[src/verilog/dac_clear_pkg.sv]
// Package: register map, field layout and reset values for the DAC clear control
package dac_clear_pkg;
   // ****************************************
   // Register offsets (printed offsets are word indices)
   // ****************************************
   localparam logic [7:0] SRC_SEL_IDX = 8'h53;
   localparam logic [7:0] AUTO_EN_IDX = 8'h54;
   localparam logic [7:0] SW_CLR_IDX = 8'h55;
   localparam logic [7:0] PIN0_EN_IDX = 8'h56;
   localparam logic [7:0] PIN1_EN_IDX = 8'h57;
   localparam logic [7:0] SYNC_CFG_IDX = 8'h58;
   localparam logic [7:0] LOAD_CTL_IDX = 8'h70;
   localparam logic [7:0] STATE_IDX = 8'h71;
   // ****************************************
   // Field layout and reset values
   // ****************************************
   localparam int NUM_CH = 12;
   localparam int CH_MSB = 14;
   localparam int CH_LSB = 3;
   localparam int SENSOR2_FAIL_BIT = 3;
   localparam int THERMAL_BIT = 2;
   localparam int SRC_MSB = 14;
   localparam int SRC_LSB = 2;
   localparam logic [15:0] SRC_SEL_RST = 16'h0004;
   localparam logic [15:0] MASK_RST = 16'h0000;
   localparam logic [15:0] SRC_RW_MASK = 16'h7FFC;
   localparam logic [15:0] CH_FIELD_MASK = 16'h7FF8;
   localparam logic [15:0] SYNC_RW_MASK = 16'h0FFF;
endpackage
[src/verilog/dac_clear_control.sv]
// DAC clear control: clear-source selection, per-channel masks and synchronous load
// ****************************************
// ****************************************
//
// The Wishbone slave port was left to the implementer.
`timescale 1ns/1ps
module dac_clear_control #(
   parameter int DATA_W = 12
) (
   // Clock and reset
   input wire logic clk_i,
   input wire logic rst_i,
   // Wishbone slave
   input wire logic cyc_i,
   input wire logic stb_i,
   input wire logic we_i,
   input wire logic [7:0] adr_i,
   input wire logic [3:0] sel_i,
   input wire logic [31:0] dat_i,
   output logic [31:0] dat_o,
   output logic ack_o,
   // Alarm flags from the alarm logic (same clock)
   input wire logic [15:0] alarm_flags_i,
   // Hardware clear pins, active low, asynchronous
   input wire logic hardware_clear_pin0_n_i,
   input wire logic hardware_clear_pin1_n_i,
   // DAC channel data and latches
   input wire logic [12*DATA_W-1:0] dac_data_i,
   output logic [11:0] dac_clear_o,
   output logic [12*DATA_W-1:0] dac_latch_o
);
   // ****************************************
   // Registers
   // ****************************************
   logic [15:0] src_sel_q;
   logic [15:0] auto_en_q;
   logic [15:0] sw_clr_q;
   logic [15:0] pin0_en_q;
   logic [15:0] pin1_en_q;
   logic [15:0] sync_cfg_q;
   logic pin0_meta_q;
   logic pin0_sync_q;
   logic pin1_meta_q;
   logic pin1_sync_q;
   logic load_pend_q;

   // Channel n sits at bit 14-n of a 16-bit field
   function automatic logic [11:0] field_to_ch(input logic [15:0] f);
      logic [11:0] c;
      c = '0;
      for (int n = 0; n < 12; n++) begin
         c[n] = f[dac_clear_pkg::CH_MSB - n];
      end
      return c;
   endfunction

   // Sel-aware write merge, low half of the word only
   function automatic logic [15:0] merge(input logic [15:0] old, input logic [31:0] d,
         input logic [3:0] s, input logic [15:0] m);
      logic [15:0] n;
      n = old;
      if (s[0]) n[7:0] = d[7:0];
      if (s[1]) n[15:8] = d[15:8];
      return n & m;
   endfunction

   // One channel bit spread over that channel's whole latch word
   function automatic logic [12*DATA_W-1:0] lane_mask(input logic [11:0] en);
      logic [12*DATA_W-1:0] m;
      m = '0;
      for (int n = 0; n < 12; n++) begin
         m[n*DATA_W +: DATA_W] = {DATA_W{en[n]}};
      end
      return m;
   endfunction

   // ****************************************
   // Bus decode
   // ****************************************
   wire logic req = cyc_i && stb_i && !ack_o;
   wire logic wr = req && we_i;
   wire logic wr_src = wr && adr_i == dac_clear_pkg::SRC_SEL_IDX;
   wire logic wr_auto = wr && adr_i == dac_clear_pkg::AUTO_EN_IDX;
   wire logic wr_sw = wr && adr_i == dac_clear_pkg::SW_CLR_IDX;
   wire logic wr_p0 = wr && adr_i == dac_clear_pkg::PIN0_EN_IDX;
   wire logic wr_p1 = wr && adr_i == dac_clear_pkg::PIN1_EN_IDX;
   wire logic wr_sync = wr && adr_i == dac_clear_pkg::SYNC_CFG_IDX;
   wire logic load_strobe = wr && adr_i == dac_clear_pkg::LOAD_CTL_IDX && sel_i[0] && dat_i[0];

   // ****************************************
   // Clear combination
   // ****************************************
   wire logic [11:0] auto_ch = field_to_ch(auto_en_q);
   // Deselected sources contribute nothing; only flags with select=1 count
   wire logic [15:0] active_src = src_sel_q & alarm_flags_i;
   wire logic other_alarm = |(active_src & ~(16'h0001 << dac_clear_pkg::THERMAL_BIT));
   wire logic therm_alarm = active_src[dac_clear_pkg::THERMAL_BIT];
   wire logic [11:0] alarm_clr = (other_alarm ? auto_ch : 12'h000)
      | {12{therm_alarm}};
   wire logic [11:0] sw_clr = field_to_ch(sw_clr_q);
   wire logic [11:0] p0_clr = pin0_sync_q ? 12'h000 : field_to_ch(pin0_en_q);
   wire logic [11:0] p1_clr = pin1_sync_q ? 12'h000 : field_to_ch(pin1_en_q);
   wire logic [11:0] clear_d = alarm_clr | sw_clr | p0_clr | p1_clr;
   // Every channel that some mask lets a clear reach; used by the checks
   wire logic [11:0] maskable_ch = auto_ch | sw_clr | field_to_ch(pin0_en_q)
      | field_to_ch(pin1_en_q);

   // ****************************************
   // Read mux
   // ****************************************
   logic [15:0] rd_word;
   always_comb begin
      unique case (adr_i)
         dac_clear_pkg::SRC_SEL_IDX: rd_word = src_sel_q;
         dac_clear_pkg::AUTO_EN_IDX: rd_word = auto_en_q;
         dac_clear_pkg::SW_CLR_IDX: rd_word = sw_clr_q;
         dac_clear_pkg::PIN0_EN_IDX: rd_word = pin0_en_q;
         dac_clear_pkg::PIN1_EN_IDX: rd_word = pin1_en_q;
         dac_clear_pkg::SYNC_CFG_IDX: rd_word = sync_cfg_q;
         dac_clear_pkg::STATE_IDX: rd_word = {4'h0, dac_clear_o};
         default: rd_word = 16'h0000;
      endcase
   end

   // ****************************************
   // Sequential logic
   // ****************************************
   always_ff @(posedge clk_i) begin
      if (rst_i) begin
         ack_o <= 1'b0;
         dat_o <= '0;
      end else begin
         ack_o <= req;
         dat_o <= (req && !we_i) ? {16'h0000, rd_word} : 32'h0000_0000;
      end
   end

   always_ff @(posedge clk_i) begin
      if (rst_i) begin
         src_sel_q <= dac_clear_pkg::SRC_SEL_RST;
         auto_en_q <= dac_clear_pkg::MASK_RST;
         sw_clr_q <= dac_clear_pkg::MASK_RST;
         pin0_en_q <= dac_clear_pkg::MASK_RST;
         pin1_en_q <= dac_clear_pkg::MASK_RST;
         sync_cfg_q <= dac_clear_pkg::MASK_RST;
      end else begin
         if (wr_src) src_sel_q <= merge(src_sel_q, dat_i, sel_i, dac_clear_pkg::SRC_RW_MASK);
         if (wr_auto) auto_en_q <= merge(auto_en_q, dat_i, sel_i, dac_clear_pkg::CH_FIELD_MASK);
         if (wr_sw) sw_clr_q <= merge(sw_clr_q, dat_i, sel_i, dac_clear_pkg::CH_FIELD_MASK);
         if (wr_p0) pin0_en_q <= merge(pin0_en_q, dat_i, sel_i, dac_clear_pkg::CH_FIELD_MASK);
         if (wr_p1) pin1_en_q <= merge(pin1_en_q, dat_i, sel_i, dac_clear_pkg::CH_FIELD_MASK);
         if (wr_sync) sync_cfg_q <= merge(sync_cfg_q, dat_i, sel_i, dac_clear_pkg::SYNC_RW_MASK);
      end
   end

   // Pins are asynchronous: two flops, idle high
   always_ff @(posedge clk_i) begin
      if (rst_i) begin
         pin0_meta_q <= 1'b1;
         pin0_sync_q <= 1'b1;
         pin1_meta_q <= 1'b1;
         pin1_sync_q <= 1'b1;
      end else begin
         pin0_meta_q <= hardware_clear_pin0_n_i;
         pin0_sync_q <= pin0_meta_q;
         pin1_meta_q <= hardware_clear_pin1_n_i;
         pin1_sync_q <= pin1_meta_q;
      end
   end

   // Clear goes out one cycle after its cause (three after a pin, via the two sync flops), never waiting for a load
   always_ff @(posedge clk_i) begin
      if (rst_i) begin
         dac_clear_o <= 12'h000;
         load_pend_q <= 1'b0;
      end else begin
         dac_clear_o <= clear_d;
         load_pend_q <= load_strobe;
      end
   end

   // Latches move only on the load strobe; data writes alone do nothing
   always_ff @(posedge clk_i) begin
      if (rst_i) begin
         dac_latch_o <= '0;
      end else if (load_pend_q) begin
         for (int n = 0; n < 12; n++) begin
            if (sync_cfg_q[n]) begin
               dac_latch_o[n*DATA_W +: DATA_W] <= dac_data_i[n*DATA_W +: DATA_W];
            end
         end
      end
   end

   // ****************************************
   // Checks
   // ****************************************
   chk_therm_all_clear: assert property (@(posedge clk_i) disable iff (rst_i)
      (src_sel_q[2] && alarm_flags_i[2]) |=> (dac_clear_o == 12'hFFF))
      else $error("thermal alarm did not clear all channels");
   chk_deselect_quiet: assert property (@(posedge clk_i) disable iff (rst_i)
      (src_sel_q == 16'h0000 && sw_clr_q == 16'h0000 && pin0_sync_q && pin1_sync_q)
      |=> (dac_clear_o == 12'h000))
      else $error("clear without any active source");
   chk_sensor2_clear: assert property (@(posedge clk_i) disable iff (rst_i)
      (src_sel_q[3] && alarm_flags_i[3]) |=> ((dac_clear_o & $past(auto_ch)) == $past(auto_ch)))
      else $error("sensor2 fail did not clear enabled channels");
   chk_sw_clear: assert property (@(posedge clk_i) disable iff (rst_i)
      1'b1 |=> ((dac_clear_o & $past(sw_clr)) == $past(sw_clr)))
      else $error("software clear not applied");
   chk_pin0_clear: assert property (@(posedge clk_i) disable iff (rst_i)
      (!hardware_clear_pin0_n_i [*3]) |=> ((dac_clear_o & field_to_ch($past(pin0_en_q))) ==
      field_to_ch($past(pin0_en_q))))
      else $error("pin0 clear not applied");
   chk_pin1_clear: assert property (@(posedge clk_i) disable iff (rst_i)
      (!hardware_clear_pin1_n_i [*3]) |=> ((dac_clear_o & field_to_ch($past(pin1_en_q))) ==
      field_to_ch($past(pin1_en_q))))
      else $error("pin1 clear not applied");
   chk_reset_thermal: assert property (@(posedge clk_i)
      ($past(rst_i) && !rst_i) |-> src_sel_q == dac_clear_pkg::SRC_SEL_RST)
      else $error("thermal select not set after reset");
   chk_load_hold: assert property (@(posedge clk_i) disable iff (rst_i)
      (!load_pend_q) |=> $stable(dac_latch_o))
      else $error("latch changed without load strobe");
   // Load checks compare with inputs (copy check) or latches (skip check) one edge back, when the copy was made
   chk_latch_copy: assert property (@(posedge clk_i) disable iff (rst_i)
      load_pend_q |=> (((dac_latch_o ^ $past(dac_data_i))
      & lane_mask($past(sync_cfg_q[11:0]))) == '0))
      else $error("enabled channel not loaded on strobe");
   chk_latch_skip: assert property (@(posedge clk_i) disable iff (rst_i)
      load_pend_q |=> (((dac_latch_o ^ $past(dac_latch_o))
      & ~lane_mask($past(sync_cfg_q[11:0]))) == '0))
      else $error("disabled channel loaded on strobe");
   chk_strobe_single: assert property (@(posedge clk_i) disable iff (rst_i)
      load_pend_q |=> !load_pend_q)
      else $error("load strobe repeated for one write");
   // A clear outside every mask points to a wrong field-to-channel map
   chk_mask_only: assert property (@(posedge clk_i) disable iff (rst_i)
      !(src_sel_q[dac_clear_pkg::THERMAL_BIT] && alarm_flags_i[dac_clear_pkg::THERMAL_BIT])
      |=> ((dac_clear_o & ~$past(maskable_ch)) == 12'h000))
      else $error("channel cleared outside every enable mask");
   chk_therm_ignored: assert property (@(posedge clk_i) disable iff (rst_i)
      (alarm_flags_i[dac_clear_pkg::THERMAL_BIT] && !src_sel_q[dac_clear_pkg::THERMAL_BIT]
      && (src_sel_q & alarm_flags_i) == 16'h0000 && sw_clr_q == 16'h0000
      && pin0_sync_q && pin1_sync_q) |=> (dac_clear_o == 12'h000))
      else $error("deselected thermal alarm cleared a channel");
   chk_unselected_quiet: assert property (@(posedge clk_i) disable iff (rst_i)
      ((src_sel_q & alarm_flags_i) == 16'h0000 && sw_clr_q == 16'h0000
      && pin0_sync_q && pin1_sync_q) |=> (dac_clear_o == 12'h000))
      else $error("unselected alarm cleared a channel");
   chk_sw_restore: assert property (@(posedge clk_i) disable iff (rst_i)
      (src_sel_q == 16'h0000 && pin0_sync_q && pin1_sync_q)
      |=> ((dac_clear_o & ~$past(sw_clr)) == 12'h000))
      else $error("software clear held after bit returned to zero");
   chk_first_channel: assert property (@(posedge clk_i) disable iff (rst_i)
      sw_clr_q[dac_clear_pkg::CH_MSB] |=> dac_clear_o[0])
      else $error("field bit 14 did not clear channel 0");
   chk_last_channel: assert property (@(posedge clk_i) disable iff (rst_i)
      sw_clr_q[dac_clear_pkg::CH_LSB] |=> dac_clear_o[11])
      else $error("field bit 3 did not clear channel 11");
   chk_reserved_zero: assert property (@(posedge clk_i) disable iff (rst_i)
      (((auto_en_q | sw_clr_q | pin0_en_q | pin1_en_q) & ~dac_clear_pkg::CH_FIELD_MASK)
      == 16'h0000))
      else $error("reserved mask bits set");
   chk_source_reserved: assert property (@(posedge clk_i) disable iff (rst_i)
      ((src_sel_q & ~dac_clear_pkg::SRC_RW_MASK) == 16'h0000)
      && ((sync_cfg_q & ~dac_clear_pkg::SYNC_RW_MASK) == 16'h0000))
      else $error("reserved select or sync-load bits set");

   // ****************************************
   // Bus contract checks
   // ****************************************
   chk_ack_single: assert property (@(posedge clk_i) disable iff (rst_i)
      ack_o |=> !ack_o)
      else $error("acknowledge longer than one cycle");
   chk_ack_answer: assert property (@(posedge clk_i) disable iff (rst_i)
      (cyc_i && stb_i && !ack_o) |=> ack_o)
      else $error("request not acknowledged in one cycle");
   chk_ack_cause: assert property (@(posedge clk_i) disable iff (rst_i)
      ack_o |-> $past(cyc_i && stb_i))
      else $error("acknowledge without a request");
   chk_read_idle: assert property (@(posedge clk_i) disable iff (rst_i)
      !ack_o |-> (dat_o == 32'h0000_0000))
      else $error("read data shown without acknowledge");
   chk_write_silent: assert property (@(posedge clk_i) disable iff (rst_i)
      (cyc_i && stb_i && we_i && !ack_o) |=> (dat_o == 32'h0000_0000))
      else $error("write returned read data");
   chk_state_read: assert property (@(posedge clk_i) disable iff (rst_i)
      (cyc_i && stb_i && !we_i && !ack_o && adr_i == dac_clear_pkg::STATE_IDX)
      |=> (dat_o == {20'h0_0000, $past(dac_clear_o)}))
      else $error("clear state read back wrong");
endmodule // dac_clear_control

[config.mk]
export PLATFORM = sky130hd
export DESIGN_NAME = dac_clear_control
export DESIGN_NICKNAME = d
export VERILOG_FILES = /design/src/verilog/dac_clear_pkg.sv /design/src/verilog/dac_clear_control.sv
export SDC_FILE = /design/constraint.sdc
export NUM_CORES = 1
export LEC_CHECK = 0
export BUFFER_PORTS_ARGS = -buffer_cell sky130_fd_sc_hd__buf_2
export CORE_AREA = 2 2 156 158
export CTS_CLUSTER_SIZE = 14
export DETAILED_ROUTE_END_ITERATION = 7
export DIE_AREA = 0 0 158 160
export PLACE_DENSITY = 0.68
export SYNTH_ARGS = -nofsm -noshare
export SYNTH_HDL_FRONTEND = slang
export SYNTH_SLANG_ARGS = --single-unit
[constraint.sdc]
create_clock -name clk_i -period 2.5 [get_ports clk_i]
set_input_delay 0.25 -clock clk_i [delete_from_list [all_inputs] [get_ports clk_i]]
set_output_delay 0.25 -clock clk_i [all_outputs]
set_load 0.01 [all_outputs]
==> results.py, run 1 <==
metrics = {
    "outcome": {
        "status": "completed",
    },
    "place": {
        "place_inst": 1835,
        "place_area_um2": 11920,
        "dp_hpwl_um": 24590,
        "place_congestion": 0.9455,
        "port_buffers": 360,
    },
    "logic_synthesis": {
        "synth_compound_area_share_pct": 19.66,
        "netlist_area_um2": 9948,
        "muxShareOfSynthArea_pct": 4.113,
        "syn_avg_cell_area_um2": 8.141,
        "synth_top_family_by_area": "simple AND/OR/NAND/NOR gates",
        "yosysUniqueCellTypes": 46,
        "synth-adder-area-share_pct": 0,
        "ys_ff_latch": 250,
        "yosysTopAreaCell": "dfxtp_1",
        "synth_xor_area_share_pct": 0,
        "synthFlopType": "dfxtp_1",
        "yosys.area_share.simple_pct": 20.32,
        "synth_edf_count": 0,
        "yosys_warnings": 0,
        "async_flop_share_pct": 0,
        "yosysTopAreaCellShare_pct": 50.31,
        "synth-seq-area-share_pct": 50.31,
        "ys_top_cells_by_area": "dfxtp_1, nand2_1, a21oi_1",
        "synth_cells": 1222,
    },
    "timing": {
        "max_freq_mhz": 510.7,
        "fin_setup_tns_ns": 0,
        "finClkSkew_ns": 0.02276,
        "setup_violations": 0,
        "period_minus_slack_ns": 1.958,
        "rsz0062_at_grt": "no",
        "holdWs_ns": 0.01846,
        "final-max-slew-violation-count": 0,
        "hold_violations": 0,
        "finalCritPeriodShare_pct": 78.32,
        "worstMarginPinSlew_ns": 0.9906,
        "maxSlewHeadroom_pct": 33.52,
    },
    "global_route": {
        "grt_pass1_wl_um": 56860,
        "grt_usage_pct": 28.32,
        "grt_max_degree": 140,
        "grt-ovfl-total": 0,
        "grt_pass1_vias": 10670,
        "grt_antenna_before_repair": 3,
    },
    "worst_hold_path": {
        "hold_path_class": "input port to flop",
        "min_from": "dac_data_i[60]",
    },
    "flow_run": {
        "maxCapViolations": 0,
    },
    "clocking": {
        "cts_buffer_depth": 3,
        "cts_buffers": 28,
        "cts_setup_buffers": 0,
        "clock-sinks": 250,
        "clk-insertion-delay-late_ns": 0.55,
        "cts_tree": "done",
        "path_clk_slew_ns": 0.06,
        "root_buffer": "clkbuf_16",
        "cts_max_level": 1,
    },
    "floorplanning": {
        "die-area_um2": 25280,
        "core_area_um2": 23820,
        "ios": 400,
        "fp-row-count": 57,
        "die_h_um": 160,
        "start_util_pct": 41.76,
        "dieWidth_um": 158,
    },
    "setup_path": {
        "critPathArrivalTime_ns": 2.36,
        "slowest_delay_ns": 0.82,
        "cp_max_fo": 15,
        "regToRegStartpoint": "ack_o",
        "path_cells": "nand3b_1, or4_1, o21ai_0, a21oi_1",
        "critPathLaunchType": "flop",
        "end_kind": "flop",
        "critPathKind": "flop to flop",
        "worst-endpoint-required_ns": 2.90,
        "critical_path.slowest_cell": "or4_1",
        "critical_path.startpoint": "ack_o",
    },
    "pwr": {
        "p_leak_nw": 5.939,
        "p_total_w": 0.008988,
        "clkPwrFrac_pct": 48.6,
        "p_comb_share_pct": 6.8,
        "p_per_area_nw_per_um2": 623.4,
        "p_int_w": 0.006993,
        "ir_drop_v": 0.0006576,
        "switching_share_pct": 22.19,
        "pwr-share-seq_pct": 44.6,
        "p_switching_w": 0.001995,
    },
    "route": {
        "ant_nets": 0,
        "wl_um": 37420,
        "first_iter_violations": 1058,
        "avgViaCountPerCell": 5.324,
        "vias": 10860,
        "wire_per_inst_um": 18.34,
        "firstDrtPassIters": 7,
        "drc": 0,
    },
    "layout": {
        "stdcell_area_um2": 14420,
        "drive_gt1_share_pct": 26.33,
        "area.growth.synth_to_final_pct": 44.93,
        "layout.nets": 1902,
        "fin_cells": 2040,
    },
}
==> cells in the final DEF, fill, tap and decap left out, types with 3 or more instances in the layout <==
| cell type | count |
|---|---|
| nand3_1 | 51 |
| clkbuf_16 | 29 |
| a21oi_1 | 216 |
| a32oi_1 | 3 |
| a22oi_1 | 11 |
| a211oi_1 | 6 |
| nor3_1 | 15 |
| mux2_2 | 9 |
| a22o_1 | 9 |
| conb_1 | 17 |
| a221oi_1 | 14 |
| o31ai_1 | 12 |
| clkbuf_1 | 7 |
| mux4_2 | 3 |
| dfxtp_1 | 250 |
| buf_4 | 21 |
| clkbuf_8 | 5 |
| and3_1 | 10 |
| nand2_1 | 307 |
| or2_2 | 5 |
| dlygate4sd3_1 | 150 |
| bufinv_16 | 4 |
| a32o_1 | 3 |
| buf_2 | 359 |
| clkinv_2 | 4 |
| and2_1 | 14 |
| mux2i_1 | 24 |
| nor4_2 | 4 |
| a31oi_1 | 12 |
| nor2_1 | 35 |
| o21ai_0 | 58 |
| inv_1 | 17 |
| diode_2 | 3 |
==> final timing paths <==
kind | to | slack (ns) | cells past startpoint
setup / recovery | sw_clr_q[5] | 0.54 | 4
hold / removal | dac_latch_o[60] | 0.02 | 3
setup reg to reg | sw_clr_q[5] | 0.54 | 4
hold reg to reg | pin1_sync_q | 0.39 | 1
==> worst max-delay path, delay by kind of cell (launching register included) <==
kind / cells / cell delay, ns
AND/OR/NAND/NOR: 2 / 1.13
AO/OA/AOI/OAI: 2 / 0.38
flip-flops: 1 / 0.32
==> registers in the layout, indices dropped and copies added, names as in the netlist, 12 cells and up <==
name         count
dac_latch_o    144
dat_o           15
src_sel_q       13
auto_en_q       12
dac_clear_o     12
pin0_en_q       12
pin1_en_q       12
sw_clr_q        12
sync_cfg_q      12
==> Yosys cell counts, types with 9 or more instances <==
cell      count
nor2_1       35
mux2_2        9
nand2_1     307
o21ai_0      58
nand3_1      51
clkbuf_1     84
inv_1        17
mux2i_1      24
a21oi_1     216
buf_4        18
nor3_1       15
dfxtp_1     250
a221oi_1     14
a22oi_1      11
a22o_1        9
a31oi_1      12
and2_1       14
and3_1       10
o31ai_1      12
==> cells by family after synthesis <==
logic type,Yosys count
DFF,250
muxes,36
buffers and inverters,126
other,1
and+or+nand+nor,461
AOI/OAI and AO/OA,348
==> layout make-up <==
cell class | instances | area [um^2]
diodes | 3 | 7.507
clock buffers | 41 | 820.8
clock inverters | 11 | 165.2
fillers | 2064 | 9403
inverters | 17 | 63.81
multi-input cells | 862 | 4463
flip-flops and latches | 250 | 5005
well taps | 324 | 405.4
repair buffers | 532 | 3487
==> power groups by stage <==
stage / clock network [W] / registers [W] / logic [W]
after global placement: 0 / 0.00410 / 0.000411
final: 0.00436 / 0.00401 / 0.000615
after floorplan: 0 / 0.00410 / 0.000177
after detailed placement: 0 / 0.00410 / 0.000411
after CTS: 0.00444 / 0.00401 / 0.000599
after global routing: 0.00461 / 0.00401 / 0.000652
==> what timing repair did <==
item | CTS | global route
endpoints found under the hold margin | 152 | 0
hold buffers | 150 | 0
gates resized for setup | 0 | 0
==> per-layer routing <==
layer	global-route usage, %	up-vias	wire (um)	share of wire [%]
met5	0	-	13	0.035
met4	12.12	2	1474	3.9
met3	7.028	112	4057	11
met2	47.25	648	17500	47
met1	34.56	4973	14380	38
li1	-	5125	-	-
==> metrics by stage <==
step	utilization, %	setup WS (ns)
3_3_place_gp	50.05	0.3643
3_5_place_dp	50.05	0.3237
5_1_grt	60.52	0.4040
4_1_cts	60.49	0.5848
6_report	60.53	0.5420
2_1_floorplan	-	0.5757
No activity file was read; power rests on OpenSTA's default activity.
==> inputs of run 2 (changes only) <==
Settings changed: CORE_AREA 2 2 156 158 to 2 2 154 156, DIE_AREA 0 0 158 160 to 0 0 156 158, PLACE_DENSITY 0.68 to 0.73.
Clock period 2.5 ns to 1.65 ns, I/O delays scaled along.
==> results.py, run 2 (same netlist as run 1, synthesis figures left out) <==
metrics = {
    "global_route": {
        "grt_pass1_wl_um": 58730,
        "grt_max_degree": 73,
        "grt_pass1_vias": 11040,
        "grt_usage_pct": 30.01,
        "grt_antenna_before_repair": 8,
        "grt-ovfl-total": 0,
    },
    "pwr": {
        "p_total_w": 0.01373,
        "p_per_area_nw_per_um2": 912.4,
        "p_leak_nw": 6.275,
        "ir_drop_v": 0.0007279,
    },
    "clocking": {
        "cts_buffers": 28,
        "root_buffer": "clkbuf_16",
        "cts_tree": "done",
        "clk-insertion-delay-late_ns": 0.55,
        "clock-sinks": 250,
        "cts_max_level": 1,
        "path_clk_slew_ns": 0.06,
        "cts_buffer_depth": 3,
    },
    "place": {
        "dp_worst_setup_slack_ns": -0.4355,
        "place_congestion": 0.9557,
        "dp_hpwl_um": 24960,
        "port_buffers": 360,
    },
    "route": {
        "drc": 0,
        "wl_um": 39840,
        "avgViaCountPerCell": 5.453,
        "vias": 11300,
        "ant_nets": 0,
        "wire_per_inst_um": 19.23,
        "firstDrtPassIters": 6,
        "first_iter_violations": 1010,
    },
    "timing": {
        "rsz0062_at_grt": "yes",
        "timing.final.ws_setup_ns": -0.05372,
        "fin_setup_tns_ns": -0.6769,
        "finClkSkew_ns": 0.01547,
        "period_minus_slack_ns": 1.704,
        "finalCritPeriodShare_pct": 103.3,
        "final-max-slew-violation-count": 0,
        "maxSlewHeadroom_pct": 51.47,
        "max_freq_mhz": 587.0,
        "setup_violations": 41,
        "worstMarginPinSlew_ns": 0.7280,
        "holdWs_ns": 0.1149,
        "hold_violations": 0,
    },
    "layout": {
        "layout.nets": 1965,
        "drive_gt1_share_pct": 29.10,
        "largest_reg_flops": 144,
        "area.growth.synth_to_final_pct": 51.26,
        "fin_util_pct": 65.28,
        "reg.largest.list": "dac_latch_o x144, dat_o x15, src_sel_q x13",
        "layout_common_cells": "buf_2, nand2_1, dfxtp_1",
        "regMostFlops": "dac_latch_o",
        "final_common_cell": "buf_2",
    },
    "setup_path": {
        "crit_path_frequent_cell": "buf_6",
        "slowest_delay_ns": 0.35,
        "end_kind": "flop",
        "path_delay_family": "simple AND/OR/NAND/NOR gates",
        "crit_buf_inv": 2,
        "critPathKind": "flop to flop",
        "critPathArrivalTime_ns": 2.15,
        "critPathLaunchType": "flop",
        "cp_max_fo": 15,
        "critical_path.slowest_cell": "or3_1",
        "worst-endpoint-required_ns": 2.10,
        "path_cells": "nand3b_1, buf_6, or3_1, buf_6, a211oi_2",
    },
    "outcome": {
        "status": "finished, violations left",
        "violations": "negative setup slack",
    },
    "worst_hold_path": {
        "hold_path_class": "input port to flop",
    },
    "floorplanning": {
        "fp-row-count": 56,
        "die_h_um": 158,
        "start_util_pct": 43.16,
        "dieWidth_um": 156,
        "die-area_um2": 24650,
        "core_area_um2": 23050,
        "ios": 400,
    },
    "flow_run": {
        "maxCapViolations": 0,
    },
}
==> run 2: cell types whose count changed in the layout (fill, tap and decap cells not counted), moves of 8 or more <==
cell	delta
o21ai_0	-8
o21ai_1	+8
buf_6	+8
buf_4	+41
dlygate4sd3_1	+11
==> run 2: layout make-up <==
class	count	area, um^2
Tap cell	290	362.8
Sequential cell	250	5005
Clock inverter	8	143.9
Inverter	17	63.81
Clock buffer	41	830.8
Antenna cell	9	22.52
Timing Repair Buffer	595	4055
Multi-Input combinational cell	862	4564
Fill cell	1779	8004
==> run 2: worst register-to-register path, delay by kind of cell (launching register included) <==
kind,cells,cell delay [ns]
buffers and inverters,2,0.44
AND/OR/NAND/NOR,2,0.65
AO/OA/AOI/OAI,1,0.22
flip-flops,1,0.31
==> run 2: power by group <==
group          switching [W]  leakage (nW)  total [W]  internal, W
clock network        0.00253         0.480    0.00662      0.00409
logic               0.000500          3.78    0.00104     0.000536
registers          0.0000154          2.02    0.00607      0.00606
==> run 2: final timing paths <==
kind / endpoint / start / depth (start not counted) / slack [ns]
max: dat_o[1] / ack_o / 5 / -0.05
min: dac_latch_o[90] / rst_i / 3 / 0.11
max reg2reg: dat_o[1] / ack_o / 5 / -0.05
min reg2reg: pin1_sync_q / pin1_meta_q / 1 / 0.41
==> run 2: stage by stage <==
stage	instance area, um^2	std cells
global placement	12300	1852
CTS	14970	2063
global route	15050	2071
finish	15050	2072
floorplan	10030	1238
detailed placement	12300	1852
==> run 2: metal layers <==
layer / routed length [um] / share of wire [%] / global-route usage [%]
met1: 14990 / 38 / 35.35
met2: 19090 / 48 / 50.84
met3: 3804 / 9.5 / 6.981
met4: 1956 / 4.9 / 16.30
met5: 0 / 0 / 0
==> run 2: timing repair <==
item                       in CTS  in global routing
pin swaps                       3                  4
resized for setup              14                 19
hold buffers                  161                  0
setup endpoints to repair      50                 76
buffers inserted                1                  0
gates cloned                    0                  0
hold endpoints to repair      209                  0
==> inputs of run 3 (changes only) <==
Settings changed: PLACE_DENSITY 0.73 to 0.76, SKIP_LAST_GASP set to 1.
==> results.py, run 3 (same netlist as run 1, synthesis figures left out) <==
metrics = {
    "worst_hold_path": {
        "whs_endpoint": "dat_o[11]",
        "worstHoldPathCells": 3,
        "hold_path_class": "input port to flop",
        "min_from": "we_i",
    },
    "layout": {
        "n_fill_cell": 1723,
        "layout_common_cells": "buf_2, nand2_1, dfxtp_1",
        "layout.nets": 1963,
        "fin_util_pct": 65.22,
        "area.growth.synth_to_final_pct": 51.13,
        "final_common_cell": "buf_2",
        "fin_cells": 2067,
        "drive_gt1_share_pct": 29.74,
        "regMostFlops": "dac_latch_o",
        "largest_reg_flops": 144,
        "reg.largest.list": "dac_latch_o x144, dat_o x15, src_sel_q x13",
    },
    "setup_path": {
        "critical_path.startpoint": "ack_o",
        "cp_max_fo": 8,
        "slowest_delay_ns": 0.33,
        "critical_path.slowest_cell": "dfxtp_2",
        "end_kind": "flop",
        "critPathArrivalTime_ns": 2.14,
        "path_cells": "nand3b_1, buf_6, buf_4, nor4_4, buf_6, mux2i_1, nor2_1",
        "timing.rr.end": "sync_cfg_q[7]",
        "critPathLaunchType": "flop",
        "worst-endpoint-required_ns": 2.07,
        "crit_path_frequent_cell": "buf_6",
        "r2r_cells": 7,
        "regToRegSetupSlack_ns": -0.07,
        "critPathKind": "flop to flop",
        "regToRegStartpoint": "ack_o",
    },
    "floorplanning": {
        "fp-row-count": 56,
        "dieWidth_um": 156,
        "ios": 400,
        "start_util_pct": 43.16,
        "die_h_um": 158,
        "core_area_um2": 23050,
        "die-area_um2": 24650,
    },
    "timing": {
        "worstMarginPinSlew_ns": 0.6149,
        "finClkSkew_ns": 0.008929,
        "hold_violations": 0,
        "finalCritPeriodShare_pct": 104.0,
        "maxSlewHeadroom_pct": 59.01,
        "setup_violations": 42,
        "rsz0062_at_grt": "yes",
        "final-max-slew-violation-count": 0,
        "timing.final.ws_setup_ns": -0.06589,
        "period_minus_slack_ns": 1.716,
        "max_freq_mhz": 582.8,
        "holdWs_ns": 0.07381,
    },
    "clocking": {
        "cts_buffers": 27,
        "cts_buffer_depth": 3,
        "root_buffer": "clkbuf_16",
        "cts_tree": "done",
        "clock-sinks": 250,
        "path_clk_slew_ns": 0.06,
        "clk-insertion-delay-late_ns": 0.53,
        "cts_max_level": 1,
    },
    "route": {
        "ant_nets": 0,
        "first_iter_violations": 1198,
        "wl_um": 38770,
        "drc": 0,
        "firstDrtPassIters": 6,
        "avgViaCountPerCell": 5.470,
        "vias": 11310,
        "wire_per_inst_um": 18.76,
    },
    "pwr": {
        "p_total_w": 0.01306,
        "p_leak_nw": 6.225,
        "ir_drop_v": 0.0007066,
        "p_per_area_nw_per_um2": 868.4,
    },
    "global_route": {
        "grt_pass1_vias": 10670,
        "grt_usage_pct": 28.95,
        "grt-ovfl-total": 0,
        "grt_pass1_wl_um": 56770,
        "grt_max_degree": 105,
        "grt_antenna_before_repair": 7,
    },
    "outcome": {
        "violations": "negative setup slack",
        "status": "finished, violations left",
    },
    "place": {
        "port_buffers": 360,
        "place_congestion": 0.9678,
        "dp_worst_setup_slack_ns": -0.2248,
        "dp_hpwl_um": 24780,
        "place_inst": 1844,
    },
    "flow_run": {
        "maxCapViolations": 0,
    },
}
run 3: cell count changes in the layout (fill, tap and decap cells not counted), sizes merged:
cell,change
diode,-4
bufinv,-2
dlygate4sd3,+1
inv,-1
clkinv,+4
clkbuf,-1
buf,-3
clkinvlp,+1
run 3: critical path, delay by kind of cell (launching register included):
| kind | cells | cell delay [ns] |
|---|---|---|
| mux | 1 | 0.20 |
| simple gates | 3 | 0.49 |
| flops | 1 | 0.33 |
| buf+inv | 3 | 0.57 |
run 3: how the worst max path moves through the flow:
| stage | to | slack [ns] |
|---|---|---|
| 2_1_floorplan | src_sel_q[10] | -0.19 |
| 4_1_cts | sw_clr_q[8] | -0.04 |
| 3_5_place_dp | dat_o[2] | -0.22 |
| 6_report | sync_cfg_q[7] | -0.07 |
| 5_1_grt | sync_cfg_q[0] | -0.12 |
| 3_3_place_gp | dat_o[2] | -0.21 |
run 3: area by class of cell:
type	instances	area (um^2)	share of cell area [%]
Antenna cell	5	12.51	0.08322
Clock buffer	39	760.7	5.060
Clock inverter	10	102.6	0.6824
Inverter	17	63.81	0.4244
Multi-Input combinational cell	862	4648	30.92
Sequential cell	250	5006	33.30
Tap cell	290	362.8	2.413
Timing Repair Buffer	594	4078	27.12
run 3: per-stage QoR:
step / instance area [um^2] / TNS, ns
6_report: 15030 / -1.128
5_1_grt: 15030 / -4.651
4_1_cts: 14840 / -0.9433
3_5_place_dp: 12230 / -9.573
3_3_place_gp: 12230 / -7.189
2_1_floorplan: 10030 / -3.526
run 3: power breakdown:
group	total (W)	switching, W	internal, W
Sequential	0.00607	0.0000145	0.00606
Clock	0.00595	0.00245	0.00350
Combinational	0.00104	0.000497	0.000538
run 3: per-layer routing:
metal  global-route usage [%]  part of all wire (%)
met5                        0                  0.11
met2                    49.41                    48
met3                    6.324                   9.1
met1                    34.96                    38
met4                    13.37                   4.6
run 3: timing repair:
action | CTS | global route
endpoints found under the hold margin | 207 | 0
endpoints found under the setup margin | 75 | 73
pin swaps | 8 | 8
gates resized for setup | 27 | 37
setup buffers | 1 | 2
gates cloned | 1 | 3
hold buffers | 162 | 0
